==> config.mk <==
export PLATFORM = sky130hd
export DESIGN_NAME = isa_bus_cycle
export DESIGN_NICKNAME = d
export VERILOG_FILES = /design/src/isa_cycle_pkg.sv /design/src/isa_bus_cycle.sv
export VERILOG_INCLUDE_DIRS = /design/src
export SDC_FILE = /design/constraint.sdc
export NUM_CORES = 1
export LEC_CHECK = 0
export BUFFER_PORTS_ARGS = -buffer_cell sky130_fd_sc_hd__clkbuf_2
export CAP_MARGIN = 10
export CORE_ASPECT_RATIO = 0.5
export CORE_MARGIN = 2
export CORE_UTILIZATION = 35
export DETAILED_ROUTE_END_ITERATION = 12
export GPL_ROUTABILITY_DRIVEN = 0
export GPL_TIMING_DRIVEN = 0
export SYNTH_ARGS = -nofsm -noshare
export SYNTH_HDL_FRONTEND = slang
export SYNTH_SLANG_ARGS = --single-unit
==> constraint.sdc <==
create_clock -name pclk -period 7.2 [get_ports pclk]
set_input_delay 1.44 -clock pclk [delete_from_list [all_inputs] [get_ports pclk]]
set_output_delay 1.44 -clock pclk [all_outputs]
set_load 0.02 [all_outputs]
==> src/isa_cycle_params.svh <==
// Timing counts, offsets and reset values for the ISA bus cycle block.
// Assumes pclk at 125 MHz; all bus phases are counted in 50 ns network clocks.
`ifndef ISA_CYCLE_PARAMS_SVH
`define ISA_CYCLE_PARAMS_SVH

// ----------------------------------------
// Timing
// ----------------------------------------
`define PCLK_NS        8
`define NCLK_NS        50
`define NCLK_CYC       ((`NCLK_NS + `PCLK_NS - 1) / `PCLK_NS)
`define ACQ_NCLK       4'h3
`define SETUP_NCLK     4'h1
`define DHOLD_NCLK     4'h1
`define REC_FAST_NCLK  4'h2
`define REC_SLOW_NCLK  4'h4
`define ROMCS_NCLK     4'h3

// ----------------------------------------
// Reset values and fields
// ----------------------------------------
`define WAT_RESET      4'h5
`define CFG_RESET      16'h0010
`define CFG_REC_BIT    4
`define IDX_WAT        2'h1
`define IDX_CFG        2'h2

// ----------------------------------------
// ISA I/O map (offset is SA4..SA0)
// ----------------------------------------
`define IO_BASE_HI     5'h18
`define IOFS_RDP       5'h10
`define IOFS_RAP       5'h12
`define IOFS_RST       5'h14
`define IOFS_IDP       5'h16

// ----------------------------------------
// APB map
// ----------------------------------------
`define APB_CMD        12'h000
`define APB_MW_ADDR    12'h004
`define APB_MW_DATA    12'h008
`define APB_OPTS       12'h00C
`define APB_STATUS     12'h010
`define APB_CFG        12'h014

`endif

==> src/isa_cycle_pkg.sv <==
// Types shared by the ISA bus cycle block.
// Assumes nothing of its surroundings.
package isa_cycle_pkg;

  typedef enum logic [2:0] {
    MW_IDLE   = 3'b000,
    MW_REQ    = 3'b001,
    MW_ACQ    = 3'b010,
    MW_SETUP  = 3'b011,
    MW_ACTIVE = 3'b100,
    MW_HOLD   = 3'b101,
    MW_RECOV  = 3'b110
  } mw_state_type;

  typedef enum logic [2:0] {
    SL_IDLE      = 3'b000,
    SL_REG       = 3'b001,
    SL_PROM_WAIT = 3'b010,
    SL_PROM_DRV  = 3'b011,
    SL_ROM_LO    = 3'b100,
    SL_ROM_HI    = 3'b101,
    SL_DONE      = 3'b110
  } sl_state_type;

endpackage

==> src/isa_bus_cycle.sv <==
// ISA bus cycle logic: master memory write and I/O register, address PROM and boot ROM slave cycles.
// Assumes ISA inputs are synchronous to pclk; open-drain pins use _oe = pull low.
//
// Our own choices: the APB register port and the register offsets.
`include "isa_cycle_params.svh"
`timescale 1ns/1ps
`default_nettype none

module isa_bus_cycle (
  // Clock and reset
  input  wire logic        pclk,
  input  wire logic        presetn,
  // APB slave
  input  wire logic        psel,
  input  wire logic        penable,
  input  wire logic        pwrite,
  input  wire logic [11:0] paddr,
  input  wire logic [31:0] pwdata,
  output logic      [31:0] prdata,
  output logic             pready,
  output logic             pslverr,
  // ISA inputs
  input  wire logic        aen,
  input  wire logic [19:0] sa_in,
  input  wire logic        sbhe_n_in,
  input  wire logic        ior_n,
  input  wire logic        iow_n,
  input  wire logic        memr_n,
  input  wire logic        iochrdy_in,
  input  wire logic        dack_n,
  input  wire logic        boot_rom_match,
  input  wire logic [15:0] sd_in,
  // ISA outputs
  output logic      [19:0] sa_out,
  output logic      [6:0]  la_out,
  output logic             sbhe_n_out,
  output logic             addr_oe,
  output logic             memw_n_out,
  output logic             cmd_oe,
  output logic      [15:0] sd_out,
  output logic             sd_lo_oe,
  output logic             sd_hi_oe,
  output logic             iochrdy_oe,
  output logic             iocs16_oe,
  output logic             drq,
  output logic             master_n,
  // Private bus
  input  wire logic        private_bus_busy,
  input  wire logic [7:0]  private_data_lines,
  output logic      [15:0] private_addr,
  output logic             addr_prom_select_n,
  output logic             boot_rom_select_n,
  // Core reset request
  output logic             core_reset
);

  // ----------------------------------------
  // Declarations
  // ----------------------------------------
  isa_cycle_pkg::mw_state_type mw_q;
  isa_cycle_pkg::sl_state_type sl_q;
  logic [7:0]  mw_cnt_q;
  logic [7:0]  sl_cnt_q;
  logic [23:0] mw_addr_q;
  logic [15:0] mw_data_q;
  logic        mw_pend_q;
  logic [1:0]  opts_q;
  logic [3:0]  wat_q;
  logic [15:0] cfg_q;
  logic [15:0] rap_q;
  logic [15:0] csr_q [0:3];
  logic [7:0]  hold_q;
  logic        sbhe_seen_q;
  logic        srst_q;
  logic        cyc_rst_q;
  logic [15:0] sd_q;
  logic        sd_lo_q;
  logic        sd_hi_q;
  logic [15:0] rom_addr_q;
  logic [31:0] prdata_q;
  logic        eight_bit;
  logic        io_hit;
  logic [4:0]  io_ofs;
  logic        reg_ofs;
  logic [15:0] reg_rd;
  logic        reg_wr;
  logic [15:0] reg_wdata;
  logic        apb_wr;
  logic        apb_map;
  logic        mw_drive;
  logic [3:0]  rec_nclk;

  // ----------------------------------------
  // Helpers
  // ----------------------------------------
  // True in the last pclk of an n network clock phase
  function automatic logic phase_end(input logic [7:0] cnt, input logic [3:0] n);
    phase_end = ({1'b0, cnt} + 9'h001) >= (9'(n) * 9'(`NCLK_CYC));
  endfunction

  function automatic logic [15:0] bus_cfg_read(input logic [1:0] idx, input logic [3:0] wat,
                                                input logic [15:0] cfg);
    bus_cfg_read = 16'h0000;
    if (idx == `IDX_WAT) begin
      bus_cfg_read = {12'h000, wat};
    end else if (idx == `IDX_CFG) begin
      bus_cfg_read = cfg;
    end
  endfunction

  // ----------------------------------------
  // Decode
  // ----------------------------------------
  // A first 16-bit host cycle counts at once, so data width and lanes agree
  assign eight_bit = !(sbhe_seen_q || (!sbhe_n_in && master_n)) || opts_q[0];
  assign io_hit    = !aen && (sa_in[9:5] == `IO_BASE_HI);
  assign io_ofs    = sa_in[4:0];
  assign reg_ofs   = ({io_ofs[4:1], 1'b0} == `IOFS_RDP) || ({io_ofs[4:1], 1'b0} == `IOFS_RAP) ||
                     ({io_ofs[4:1], 1'b0} == `IOFS_IDP);
  assign rec_nclk  = cfg_q[`CFG_REC_BIT] ? `REC_FAST_NCLK : `REC_SLOW_NCLK;
  assign mw_drive  = (mw_q == isa_cycle_pkg::MW_SETUP) || (mw_q == isa_cycle_pkg::MW_ACTIVE) ||
                     (mw_q == isa_cycle_pkg::MW_HOLD);

  always_comb begin
    reg_rd = 16'h0000;
    unique case ({io_ofs[4:1], 1'b0})
      `IOFS_RDP: reg_rd = csr_q[rap_q[1:0]];
      `IOFS_RAP: reg_rd = rap_q;
      `IOFS_IDP: reg_rd = bus_cfg_read(rap_q[1:0], wat_q, cfg_q);
      default:   reg_rd = 16'h0000;
    endcase
  end

  // A write is committed at the first cycle of the I/O command
  always_comb begin
    reg_wr    = 1'b0;
    reg_wdata = sd_in;
    if (sl_q == isa_cycle_pkg::SL_IDLE && io_hit && !iow_n && ior_n && reg_ofs) begin
      if (!eight_bit) begin
        reg_wr = 1'b1;
      end else if (io_ofs[0]) begin
        reg_wr    = 1'b1;
        reg_wdata = {sd_in[7:0], hold_q};
      end
    end
  end

  // ----------------------------------------
  // Soft reset and bus width detect
  // ----------------------------------------
  always_ff @(posedge pclk or negedge presetn) begin
    if (!presetn) begin
      srst_q <= 1'b0;
    end else begin
      srst_q <= (sl_q == isa_cycle_pkg::SL_IDLE) && io_hit && !ior_n && (io_ofs == `IOFS_RST);
    end
  end

  assign core_reset = srst_q;

  // Our own SBHE drive while master must not count as a 16-bit host
  always_ff @(posedge pclk or negedge presetn) begin
    if (!presetn) begin
      sbhe_seen_q <= 1'b0;
    end else if (srst_q) begin
      sbhe_seen_q <= 1'b0;
    end else if (!sbhe_n_in && (master_n)) begin
      sbhe_seen_q <= 1'b1;
    end
  end

  // ----------------------------------------
  // Registers reached from ISA
  // ----------------------------------------
  always_ff @(posedge pclk or negedge presetn) begin
    if (!presetn) begin
      rap_q  <= 16'h0000;
      hold_q <= 8'h00;
      wat_q  <= `WAT_RESET;
      cfg_q  <= `CFG_RESET;
      for (int i = 0; i < 4; i++) begin
        csr_q[i] <= 16'h0000;
      end
    end else if (srst_q) begin
      rap_q  <= 16'h0000;
      hold_q <= 8'h00;
      wat_q  <= `WAT_RESET;
      cfg_q  <= `CFG_RESET;
      for (int i = 0; i < 4; i++) begin
        csr_q[i] <= 16'h0000;
      end
    end else begin
      if (sl_q == isa_cycle_pkg::SL_IDLE && io_hit && !iow_n && ior_n && reg_ofs && eight_bit &&
          !io_ofs[0]) begin
        hold_q <= sd_in[7:0];
      end
      if (reg_wr) begin
        unique case ({io_ofs[4:1], 1'b0})
          `IOFS_RDP: csr_q[rap_q[1:0]] <= reg_wdata;
          `IOFS_RAP: rap_q <= reg_wdata;
          `IOFS_IDP: begin
            if (rap_q[1:0] == `IDX_WAT) begin
              wat_q <= reg_wdata[3:0];
            end else if (rap_q[1:0] == `IDX_CFG) begin
              cfg_q <= reg_wdata;
            end
          end
          default: ;
        endcase
      end
    end
  end

  // ----------------------------------------
  // Slave cycle sequencer
  // ----------------------------------------
  always_ff @(posedge pclk or negedge presetn) begin
    if (!presetn) begin
      sl_q       <= isa_cycle_pkg::SL_IDLE;
      sl_cnt_q   <= 8'h00;
      cyc_rst_q  <= 1'b0;
      sd_q       <= 16'h0000;
      sd_lo_q    <= 1'b0;
      sd_hi_q    <= 1'b0;
      rom_addr_q <= 16'h0000;
    end else begin
      unique case (sl_q)
        isa_cycle_pkg::SL_IDLE: begin
          sl_cnt_q <= 8'h00;
          sd_lo_q  <= 1'b0;
          sd_hi_q  <= 1'b0;
          if (io_hit && !ior_n && !io_ofs[4]) begin
            sl_q <= isa_cycle_pkg::SL_PROM_WAIT;
          end else if (io_hit && (!ior_n || !iow_n) && (reg_ofs || io_ofs == `IOFS_RST)) begin
            sl_q      <= isa_cycle_pkg::SL_REG;
            cyc_rst_q <= (io_ofs == `IOFS_RST);
            if (eight_bit) begin
              sd_q <= {8'h00, io_ofs[0] ? reg_rd[15:8] : reg_rd[7:0]};
            end else begin
              sd_q <= reg_rd;
            end
          end else if (!memr_n && boot_rom_match) begin
            sl_q       <= isa_cycle_pkg::SL_ROM_LO;
            rom_addr_q <= eight_bit ? sa_in[15:0] : {sa_in[15:1], 1'b0};
          end
        end
        isa_cycle_pkg::SL_REG: begin
          // Data captured on entry is ready now; release the bus next
          sl_q     <= isa_cycle_pkg::SL_DONE;
          sd_lo_q  <= !ior_n && !cyc_rst_q;
          sd_hi_q  <= !ior_n && !cyc_rst_q && !eight_bit;
        end
        isa_cycle_pkg::SL_PROM_WAIT: begin
          if (!private_bus_busy) begin
            sl_q    <= isa_cycle_pkg::SL_PROM_DRV;
            sd_lo_q <= 1'b1;
          end
          if (ior_n) begin
            sl_q <= isa_cycle_pkg::SL_IDLE;
          end
        end
        isa_cycle_pkg::SL_PROM_DRV: begin
          sd_q <= {8'h00, private_data_lines};
          if (ior_n) begin
            sl_q    <= isa_cycle_pkg::SL_IDLE;
            sd_lo_q <= 1'b0;
          end
        end
        isa_cycle_pkg::SL_ROM_LO: begin
          sl_cnt_q <= sl_cnt_q + 8'h01;
          if (phase_end(sl_cnt_q, `ROMCS_NCLK)) begin
            sl_cnt_q   <= 8'h00;
            sd_q[7:0]  <= private_data_lines;
            rom_addr_q <= rom_addr_q + 16'h0001;
            if (eight_bit) begin
              sl_q    <= isa_cycle_pkg::SL_DONE;
              sd_lo_q <= 1'b1;
            end else begin
              sl_q <= isa_cycle_pkg::SL_ROM_HI;
            end
          end
        end
        isa_cycle_pkg::SL_ROM_HI: begin
          sl_cnt_q <= sl_cnt_q + 8'h01;
          if (phase_end(sl_cnt_q, `ROMCS_NCLK)) begin
            sl_cnt_q   <= 8'h00;
            sd_q[15:8] <= private_data_lines;
            sl_q       <= isa_cycle_pkg::SL_DONE;
            sd_lo_q    <= 1'b1;
            sd_hi_q    <= 1'b1;
          end
        end
        isa_cycle_pkg::SL_DONE: begin
          if (ior_n && iow_n && memr_n) begin
            sl_q      <= isa_cycle_pkg::SL_IDLE;
            sd_lo_q   <= 1'b0;
            sd_hi_q   <= 1'b0;
            cyc_rst_q <= 1'b0;
          end
        end
        default: sl_q <= isa_cycle_pkg::SL_IDLE;
      endcase
    end
  end

  assign iochrdy_oe = (sl_q == isa_cycle_pkg::SL_REG) || (sl_q == isa_cycle_pkg::SL_PROM_WAIT) ||
                      (sl_q == isa_cycle_pkg::SL_ROM_LO) || (sl_q == isa_cycle_pkg::SL_ROM_HI);
  assign iocs16_oe  = ((sl_q == isa_cycle_pkg::SL_REG) || (sl_q == isa_cycle_pkg::SL_DONE && memr_n)) &&
                      opts_q[1] && !eight_bit && !cyc_rst_q;
  assign addr_prom_select_n = !(sl_q == isa_cycle_pkg::SL_PROM_DRV);
  assign boot_rom_select_n  = !((sl_q == isa_cycle_pkg::SL_ROM_LO) || (sl_q == isa_cycle_pkg::SL_ROM_HI));
  assign private_addr       = (sl_q == isa_cycle_pkg::SL_PROM_DRV) ? {12'h000, sa_in[3:0]} : rom_addr_q;

  // ----------------------------------------
  // Master memory write sequencer
  // ----------------------------------------
  always_ff @(posedge pclk or negedge presetn) begin
    if (!presetn) begin
      mw_q     <= isa_cycle_pkg::MW_IDLE;
      mw_cnt_q <= 8'h00;
    end else if (srst_q) begin
      mw_q     <= isa_cycle_pkg::MW_IDLE;
      mw_cnt_q <= 8'h00;
    end else begin
      mw_cnt_q <= mw_cnt_q + 8'h01;
      unique case (mw_q)
        isa_cycle_pkg::MW_IDLE: begin
          mw_cnt_q <= 8'h00;
          if (mw_pend_q) begin
            mw_q <= isa_cycle_pkg::MW_REQ;
          end
        end
        isa_cycle_pkg::MW_REQ: begin
          mw_cnt_q <= 8'h00;
          if (!dack_n) begin
            mw_q <= isa_cycle_pkg::MW_ACQ;
          end
        end
        isa_cycle_pkg::MW_ACQ: begin
          if (phase_end(mw_cnt_q, `ACQ_NCLK)) begin
            mw_q     <= isa_cycle_pkg::MW_SETUP;
            mw_cnt_q <= 8'h00;
          end
        end
        isa_cycle_pkg::MW_SETUP: begin
          if (phase_end(mw_cnt_q, `SETUP_NCLK)) begin
            mw_q     <= isa_cycle_pkg::MW_ACTIVE;
            mw_cnt_q <= 8'h00;
          end
        end
        isa_cycle_pkg::MW_ACTIVE: begin
          if (phase_end(mw_cnt_q, wat_q)) begin
            mw_cnt_q <= mw_cnt_q;
            if (iochrdy_in) begin
              mw_q     <= isa_cycle_pkg::MW_HOLD;
              mw_cnt_q <= 8'h00;
            end
          end
        end
        isa_cycle_pkg::MW_HOLD: begin
          if (phase_end(mw_cnt_q, `DHOLD_NCLK)) begin
            mw_q     <= isa_cycle_pkg::MW_RECOV;
            mw_cnt_q <= 8'h00;
          end
        end
        isa_cycle_pkg::MW_RECOV: begin
          if (phase_end(mw_cnt_q, rec_nclk)) begin
            mw_q     <= isa_cycle_pkg::MW_IDLE;
            mw_cnt_q <= 8'h00;
          end
        end
        default: mw_q <= isa_cycle_pkg::MW_IDLE;
      endcase
    end
  end

  assign drq        = (mw_q != isa_cycle_pkg::MW_IDLE);
  assign master_n   = (mw_q == isa_cycle_pkg::MW_IDLE) || (mw_q == isa_cycle_pkg::MW_REQ);
  assign addr_oe    = mw_drive;
  assign cmd_oe     = mw_drive;
  assign memw_n_out = !(mw_q == isa_cycle_pkg::MW_ACTIVE);
  assign sa_out     = mw_addr_q[19:0];
  assign la_out     = mw_addr_q[23:17];
  assign sbhe_n_out = 1'b0;
  assign sd_out     = mw_drive ? mw_data_q : sd_q;
  assign sd_lo_oe   = mw_drive || sd_lo_q;
  assign sd_hi_oe   = mw_drive || sd_hi_q;

  // ----------------------------------------
  // APB registers
  // ----------------------------------------
  assign apb_wr  = psel && penable && pwrite;
  assign apb_map = (paddr == `APB_CMD) || (paddr == `APB_MW_ADDR) || (paddr == `APB_MW_DATA) ||
                   (paddr == `APB_OPTS) || (paddr == `APB_STATUS) || (paddr == `APB_CFG);
  assign pready  = 1'b1;
  assign pslverr = psel && penable && !apb_map;
  assign prdata  = prdata_q;

  always_ff @(posedge pclk or negedge presetn) begin
    if (!presetn) begin
      mw_addr_q <= 24'h000000;
      mw_data_q <= 16'h0000;
      opts_q    <= 2'h0;
    end else if (srst_q) begin
      mw_addr_q <= 24'h000000;
      mw_data_q <= 16'h0000;
      opts_q    <= 2'h0;
    end else if (apb_wr && mw_q == isa_cycle_pkg::MW_IDLE) begin
      if (paddr == `APB_MW_ADDR) begin
        mw_addr_q <= pwdata[23:0];
      end
      if (paddr == `APB_MW_DATA) begin
        mw_data_q <= pwdata[15:0];
      end
      if (paddr == `APB_OPTS) begin
        opts_q <= pwdata[1:0];
      end
    end
  end

  // Start request: a new start wins over the clear taken by the sequencer
  always_ff @(posedge pclk or negedge presetn) begin
    if (!presetn) begin
      mw_pend_q <= 1'b0;
    end else if (srst_q) begin
      mw_pend_q <= 1'b0;
    end else if (apb_wr && paddr == `APB_CMD && pwdata[0]) begin
      mw_pend_q <= 1'b1;
    end else if (mw_q == isa_cycle_pkg::MW_IDLE) begin
      mw_pend_q <= 1'b0;
    end
  end

  always_ff @(posedge pclk or negedge presetn) begin
    if (!presetn) begin
      prdata_q <= 32'h00000000;
    end else if (psel && !penable) begin
      unique case (paddr)
        `APB_MW_ADDR: prdata_q <= {8'h00, mw_addr_q};
        `APB_MW_DATA: prdata_q <= {16'h0000, mw_data_q};
        `APB_OPTS:    prdata_q <= {30'h00000000, opts_q};
        `APB_STATUS:  prdata_q <= {22'h000000, sl_q, mw_q, eight_bit, sbhe_seen_q, mw_pend_q, drq};
        `APB_CFG:     prdata_q <= {12'h000, wat_q, cfg_q};
        default:      prdata_q <= 32'h00000000;
      endcase
    end
  end

endmodule

`default_nettype wire

==> impl_metrics.json, run 1 <==
{
  "fmax_ghz": 0.2190,
  "drc": 0,
  "cp-end-kind": "output pin",
  "drive_above_1_share_pct": 24.50,
  "regToRegEndpoint": "mw_cnt_q[7]",
  "relSlewSlack_pct": 34.04,
  "clock_path_buffers": 3,
  "cts_max_level": 1,
  "switching_power_mw": 1.471,
  "synth_cell_types": 76,
  "min_to": "prdata[7]",
  "finalCritPeriodShare_pct": 63.41,
  "clockPowerShare_pct": 30.1,
  "post-route-min-period_ps": 4565,
  "slew_violations": 0,
  "antenna_left": 0,
  "cts_tree": "done",
  "finalHoldViolations": 0,
  "nets": 1605,
  "wirelength_microns": 41010,
  "post_cts_buffers": 0,
  "clk_pin_slew_worst_paths_ps": 60,
  "hp-class": "reg -> reg",
  "final_cell_count_no_fill": 1978,
  "dieArea_sq_mm": 0.03795,
  "detail_route.iter0.violations": 1038,
  "firstDrtPassIters": 6,
  "p_int_mw": 2.635,
  "cts_buffers": 24,
  "root_buffer": "clkbuf_16",
  "swShare_pct": 35.82,
  "status": "finished, final reports clean",
  "power_mw": 4.105,
  "cts_hold_buf": 0,
  "row_count": 49,
  "avgSynthCellArea_sq_um": 10.10,
  "die_h_microns": 138.8,
  "grt-ovfl-total": 0,
  "clkLatencyLatePin_ps": 540,
  "io_buffers": 183,
  "critPathMaxFanout": 10,
  "area_delta_synth_final_pct": 18.60,
  "antenna_found_initial": 0,
  "nFillCells": 3502,
  "power-per-cell-area_mw_per_mm2": 272.3,
  "r2r_setup_slack_ps": 3440,
  "avgRoutedWirePerCell_microns": 20.73,
  "io_pins": 208,
  "ys_seq_area_share_pct": 46.10,
  "core_sq_mm": 0.03587,
  "grt_usage_pct": 21.27,
  "avgViaCountPerCell": 5.506,
  "placed_cells": 1936,
  "asyncSetResetFlopFracSynth_pct": 100.0,
  "hold_depth": 1,
  "antennaDiodeCount": 0,
  "synth_flop_cell": "dfrtp_1",
  "syn_inst": 1259,
  "combPwrFrac_pct": 31.8,
  "clock_sinks": 234,
  "max_cap_viol_count": 0,
  "start_util_pct": 35.44,
  "vias": 10890,
  "netlist_area_sq_mm": 0.01271,
  "reg2reg_from": "wat_q[2]",
  "pwr-share-seq_pct": 38.0,
  "die_x_microns": 273.5,
  "ys_ff_latch": 234,
  "ys.warnings.count": 0,
  "p_leak_nw": 7.253,
  "grt_max_degree": 92,
  "final_util_pct": 42.03,
  "ir_worst_vdd_mv": 0.1092,
  "setup_violations": 0,
  "grt_first_pass_wirelength_microns": 63020,
  "worst_slew_pin_slew_ps": 989.5,
  "synth-edff-count": 0,
  "grt_pass1_vias": 10620,
  "crit_arrival_ps": 3130,
  "hold_start": "prdata[7]",
  "cts_resized": 0,
  "rsz0062_at_grt": "no",
  "hpwl_microns": 30740,
  "rr_worst_depth": 11,
  "criticalPathCategory": "reg -> out",
  "finalClockSkew_ps": 13.68,
  "start_kind": "register",
  "critical_path_required_ps": 5760
}
## power by group through the flow
stage                     registers (mW)  logic, mW  clock network (mW)
final                               1.56       1.31                1.24
after global routing                1.58       1.42                1.31
after CTS                           1.56       1.31                1.25
after detailed placement            1.58       1.30                   0
after global placement              1.58       1.29                   0
after floorplan                     1.54      0.897                   0
## layout by cell type (no fill, tap or decap), drive strengths merged, types with 11 or more instances in the layout
cell / synthesis / layout
clkbuf: 58 / 279
dfrtp: 231 / 231
nand2: 151 / 151
nor2: 87 / 87
a22o: 78 / 78
o21ai: 77 / 77
a21oi: 64 / 64
mux2: 56 / 56
buf: 43 / 45
mux2i: 38 / 38
nor3: 29 / 29
inv: 22 / 22
a21o: 21 / 21
ha: 21 / 21
nand3: 21 / 21
a222oi: 20 / 20
and2: 19 / 19
a22oi: 17 / 17
mux4: 16 / 16
and3: 15 / 15
nor2b: 14 / 14
a31o: 14 / 14
nand2b: 13 / 13
a31oi: 13 / 13
o22a: 11 / 11
## synthesized netlist by cell type, types with 4 or more instances
master    instances  area, sq um
mux2i_1          38        380.4
nand2_1         151        566.8
or2_2             7        43.79
o211ai_1          7        52.55
mux2_2           56        630.6
nor3_1           25        125.1
a21oi_1          62        310.3
and2_1           18        112.6
nor2_1           86        322.8
ha_1             21        262.8
inv_1            22        82.58
a222oi_1         20        200.2
nand3b_1          9        67.56
nand3_1          20        100.1
a22o_1           78        683.2
dfrtp_1         231         5781
fa_1              4        80.08
a31o_2           14        122.6
a32oi_1           4        35.03
o22a_1           11        96.34
a31oi_1          13        81.33
a21boi_0          4        30.03
nand2b_1         13        81.33
and3b_1           4        35.03
clkbuf_1         58        217.7
buf_4            16        120.1
mux4_2           16        360.4
buf_1             7        26.28
or3_1             6        37.54
nor2b_1          14        87.58
a21o_1           21        157.7
and3_1           15        93.84
xnor2_1           5        43.79
a22oi_1          17        127.6
nor3b_1           8        60.06
o21ai_0          75        375.4
buf_2            18        90.09
## sequential cells by signal, indices dropped and copies added, names as in the netlist
register and count:
csr_q 64, mw_addr_q 24, prdata 24, cfg_q 16
mw_data_q 16, rap_q 16, rom_addr_q 16, sd_q 16
hold_q 8, mw_cnt_q 8, sl_cnt_q 8, wat_q 4
mw_q 3, sl_q 3, opts_q 2, core_reset 1
cyc_rst_q 1, mw_pend_q 1, sbhe_seen_q 1, sd_hi_q 1
sd_lo_q 1
## worst max path at each step
stage / startpoint / end / slack (ps) / cells after the start
after global placement: presetn / prdata[20] / -300 / 1
after CTS: mw_q[2] / sd_out[8] / 2600 / 6
after floorplan: sbhe_n_in / iocs16_oe / 2960 / 3
after detailed placement: sbhe_n_in / iocs16_oe / 2950 / 5
after global routing: mw_q[2] / sd_out[8] / 2510 / 6
final: mw_q[2] / sd_out[8] / 2630 / 6
## critical path, cell delays in order (launching register included)
cell	delay, ps
dfrtp_1	390
clkbuf_1	240
mux2i_1	240
buf_1	440
buf_1	670
mux2_2	450
clkbuf_2	170
## metrics by stage
step / setup TNS [ps] / hold slack, ps / setup slack, ps / instance area [sq um]
3_5_place_dp: 0 / 464.4 / 2952 / 14330
4_1_cts: 0 / 477.6 / 2599 / 15080
2_1_floorplan: 0 / 454.3 / 2956 / 12740
5_1_grt: 0 / 499.2 / 2512 / 15080
3_3_place_gp: -61570 / 460.1 / -300.6 / 14260
6_report: 0 / 476.2 / 2635 / 15080
## cell families after synthesis
| family | after synthesis | share of synthesized area, % |
|---|---|---|
| AO/OA/AOI/OAI | 359 | 20.11 |
| XOR/XNOR | 7 | 0.4823 |
| adder cells (fa/ha/maj) | 25 | 2.697 |
| buffers and inverters | 123 | 4.400 |
| flip-flops | 234 | 46.10 |
| multiplexers | 110 | 10.79 |
| other | 2 | 0.05908 |
| AND/OR/NAND/NOR | 399 | 15.37 |
## routing by layer
| metal | routed length (microns) | track usage [%] | vias up |
|---|---|---|---|
| met2 | 19010 | 33.31 | 336 |
| met4 | 1590 | 7.593 | 0 |
| met1 | 18170 | 29.71 | 5423 |
| met3 | 2237 | 3.653 | 93 |
| li1 | - | - | 5039 |
| met5 | 0 | 0 | - |
## final cells by class
type	instances	area, sq um	share of cell area (%)
Timing Repair Buffer	185	979.7	6.498
Inverter	22	82.58	0.5478
Tap cell	484	605.6	4.017
Multi-Input combinational cell	910	6322	41.94
Buffer	101	476.7	3.162
Clock buffer	38	704.4	4.673
Sequential cell	234	5859	38.87
Clock inverter	4	45.04	0.2988
Power figures use the tool's default switching activity.
==> run 2: changes to the inputs <==
==> constraint.sdc (replaced) <==
create_clock -name pclk -period 3.81 [get_ports pclk]
set_input_delay 0.762 -clock pclk [delete_from_list [all_inputs] [get_ports pclk]]
set_output_delay 0.762 -clock pclk [all_outputs]
set_load 0.02 [all_outputs]
==> run 2 against run 1 <==
Combinational power grew 89%. Non-clock buffer count is the same. Register-to-register slack lost 3300 ps. Critical endpoint is now mw_cnt_q[2]. Worst setup slack lost 2500 ps. Count of clock-buffer cells in the layout is the same. Worst hold slack lost 250 ps. Cell count is the same. Sequential cell count is the same. Critical path depth grew 6. Sequential power grew 89%. Via count grew 0.19%.
==> impl_metrics.json, run 2 (synthesized netlist as in run 1, its figures left out) <==
{
  "hp-class": "in -> async",
  "cp-end-kind": "register",
  "layout_commonest_cell": "dfrtp_1",
  "finalHoldViolations": 0,
  "clk_pin_slew_worst_paths_ps": 60,
  "power_mw": 7.755,
  "multi_input_area_sq_mm": 0.006330,
  "largest_reg_flops": 64,
  "finalClockSkew_ps": 14.69,
  "start_kind": "register",
  "reg2reg_from": "wat_q[2]",
  "drive_above_1_share_pct": 24.63,
  "finalCritPeriodShare_pct": 95.92,
  "p_leak_nw": 7.255,
  "critPathLaunch": "wat_q[2]",
  "io_pins": 208,
  "antennaDiodeCount": 0,
  "clock_path_buffers": 3,
  "vias": 10910,
  "layout_common_cells": "231 x dfrtp_1, 182 x clkbuf_2, 151 x nand2_1, 86 x nor2_1, 78 x a22o_1",
  "drc": 0,
  "area_delta_synth_final_pct": 18.67,
  "wirelength_microns": 40890,
  "dieArea_sq_mm": 0.03795,
  "ir_worst_vdd_mv": 0.2069,
  "die_x_microns": 273.5,
  "detail_route.iter0.violations": 1050,
  "power-per-cell-area_mw_per_mm2": 514.1,
  "grt_usage_pct": 21.27,
  "status": "finished, final reports clean",
  "final_cell_count_no_fill": 1978,
  "start_util_pct": 35.44,
  "clkLatencyLatePin_ps": 540,
  "relSlewSlack_pct": 36.12,
  "post_cts_buffers": 0,
  "avgRoutedWirePerCell_microns": 20.67,
  "endpoint": "mw_cnt_q[2]",
  "cts_max_level": 1,
  "critPathMaxFanout": 8,
  "core_sq_mm": 0.03587,
  "criticalPathCategory": "reg -> reg",
  "root_buffer": "clkbuf_16",
  "grt_first_pass_wirelength_microns": 63020,
  "cts_buffers": 24,
  "max_cap_viol_count": 0,
  "firstDrtPassIters": 6,
  "r2r_setup_slack_ps": 160,
  "antenna_found_initial": 0,
  "die_h_microns": 138.8,
  "grt_pass1_vias": 10620,
  "hpwl_microns": 30740,
  "seq_area_sq_mm": 0.005859,
  "fmax_ghz": 0.2736,
  "placed_cells": 1936,
  "post-route-min-period_ps": 3655,
  "slew_violations": 0,
  "avgViaCountPerCell": 5.517,
  "nets": 1605,
  "io_buffers": 183,
  "grt_max_degree": 92,
  "worst_slew_pin_slew_ps": 958.2,
  "nFillCells": 3501,
  "clock_sinks": 234,
  "regToRegEndpoint": "mw_cnt_q[2]",
  "grt-ovfl-total": 0,
  "cts_tree": "done",
  "setup_violations": 0,
  "top_register": "csr_q",
  "rr_worst_depth": 12,
  "row_count": 49,
  "critical_path_required_ps": 4230,
  "antenna_left": 0,
  "crit_arrival_ps": 4070
}
[run 2: cell count changes in the layout (fill, tap and decap cells not counted)]
| cell | change |
|---|---|
| a2111oi_0 | -1 |
| a31oi_1 | -1 |
| a2111oi_1 | +1 |
| buf_1 | -1 |
| a31oi_2 | +1 |
| buf_2 | +1 |
[run 2: area by class of cell]
type,count,area share (%)
inverters,22,0.5474
multi-input cells,910,41.96
clock buffers,38,4.670
well taps,484,4.015
flip-flops and latches,234,38.84
clock inverters,4,0.2986
repair buffers,185,6.495
plain buffers,101,3.169
[run 2: worst max-delay path, cell delays in order, from the launching register on]
cell and delay, ps:
dfstp_2 690, fa_1 470, ha_1 230, fa_1 400
a21o_1 190, a21oi_1 160, ha_1 160, nand3_1 90
a211o_1 270, nand3_1 120, o21a_1 230, nand2_1 200
a221o_1 330
[run 2: per-stage QoR]
step	hold WS [ps]	setup slack [ps]	instance area (sq um)	setup TNS, ps	utilization [%]
floorplan	454.3	559.8	12740	0	-
global placement	460.1	-3013	14260	-691820	39.77
detailed placement	464.4	31.55	14330	0	39.94
CTS	237.5	30.35	15080	0	42.04
finish	229.9	155.4	15080	0	42.06
global route	256.9	-6.339	15080	-6.339	42.06
[run 2: layer usage]
| layer | share of wire, % | global-route usage [%] | wire [microns] | vias up |
|---|---|---|---|---|
| met5 | 0 | 0 | 0 | - |
| met4 | 3.7 | 7.593 | 1526 | 0 |
| met3 | 5.7 | 3.653 | 2351 | 83 |
| met2 | 47 | 33.31 | 19030 | 341 |
| met1 | 44 | 29.71 | 17990 | 5452 |
| li1 | - | - | - | 5036 |
[run 2: what timing repair did]
action	4_1_cts	5_1_grt
gates resized for setup	1	2
gates cloned	0	0
pin swaps	0	0
hold buffers	0	0
setup endpoints to repair	7	1
[run 2: how the worst min path moves through the flow]
stage | end | slack (ps) | cells after the start
2_1_floorplan | sl_cnt_q[6] | 450 | 1
3_3_place_gp | prdata[9] | 460 | 1
3_5_place_dp | prdata[7] | 460 | 1
4_1_cts | hold_q[1] | 240 | 1
5_1_grt | hold_q[1] | 260 | 1
6_report | hold_q[1] | 230 | 1
[run 2: report_power, final]
part	leakage (nW)	switching [mW]	internal, mW
registers	3.20	0.225	2.72
logic	3.69	1.55	0.929
clock network	0.367	1.00	1.33
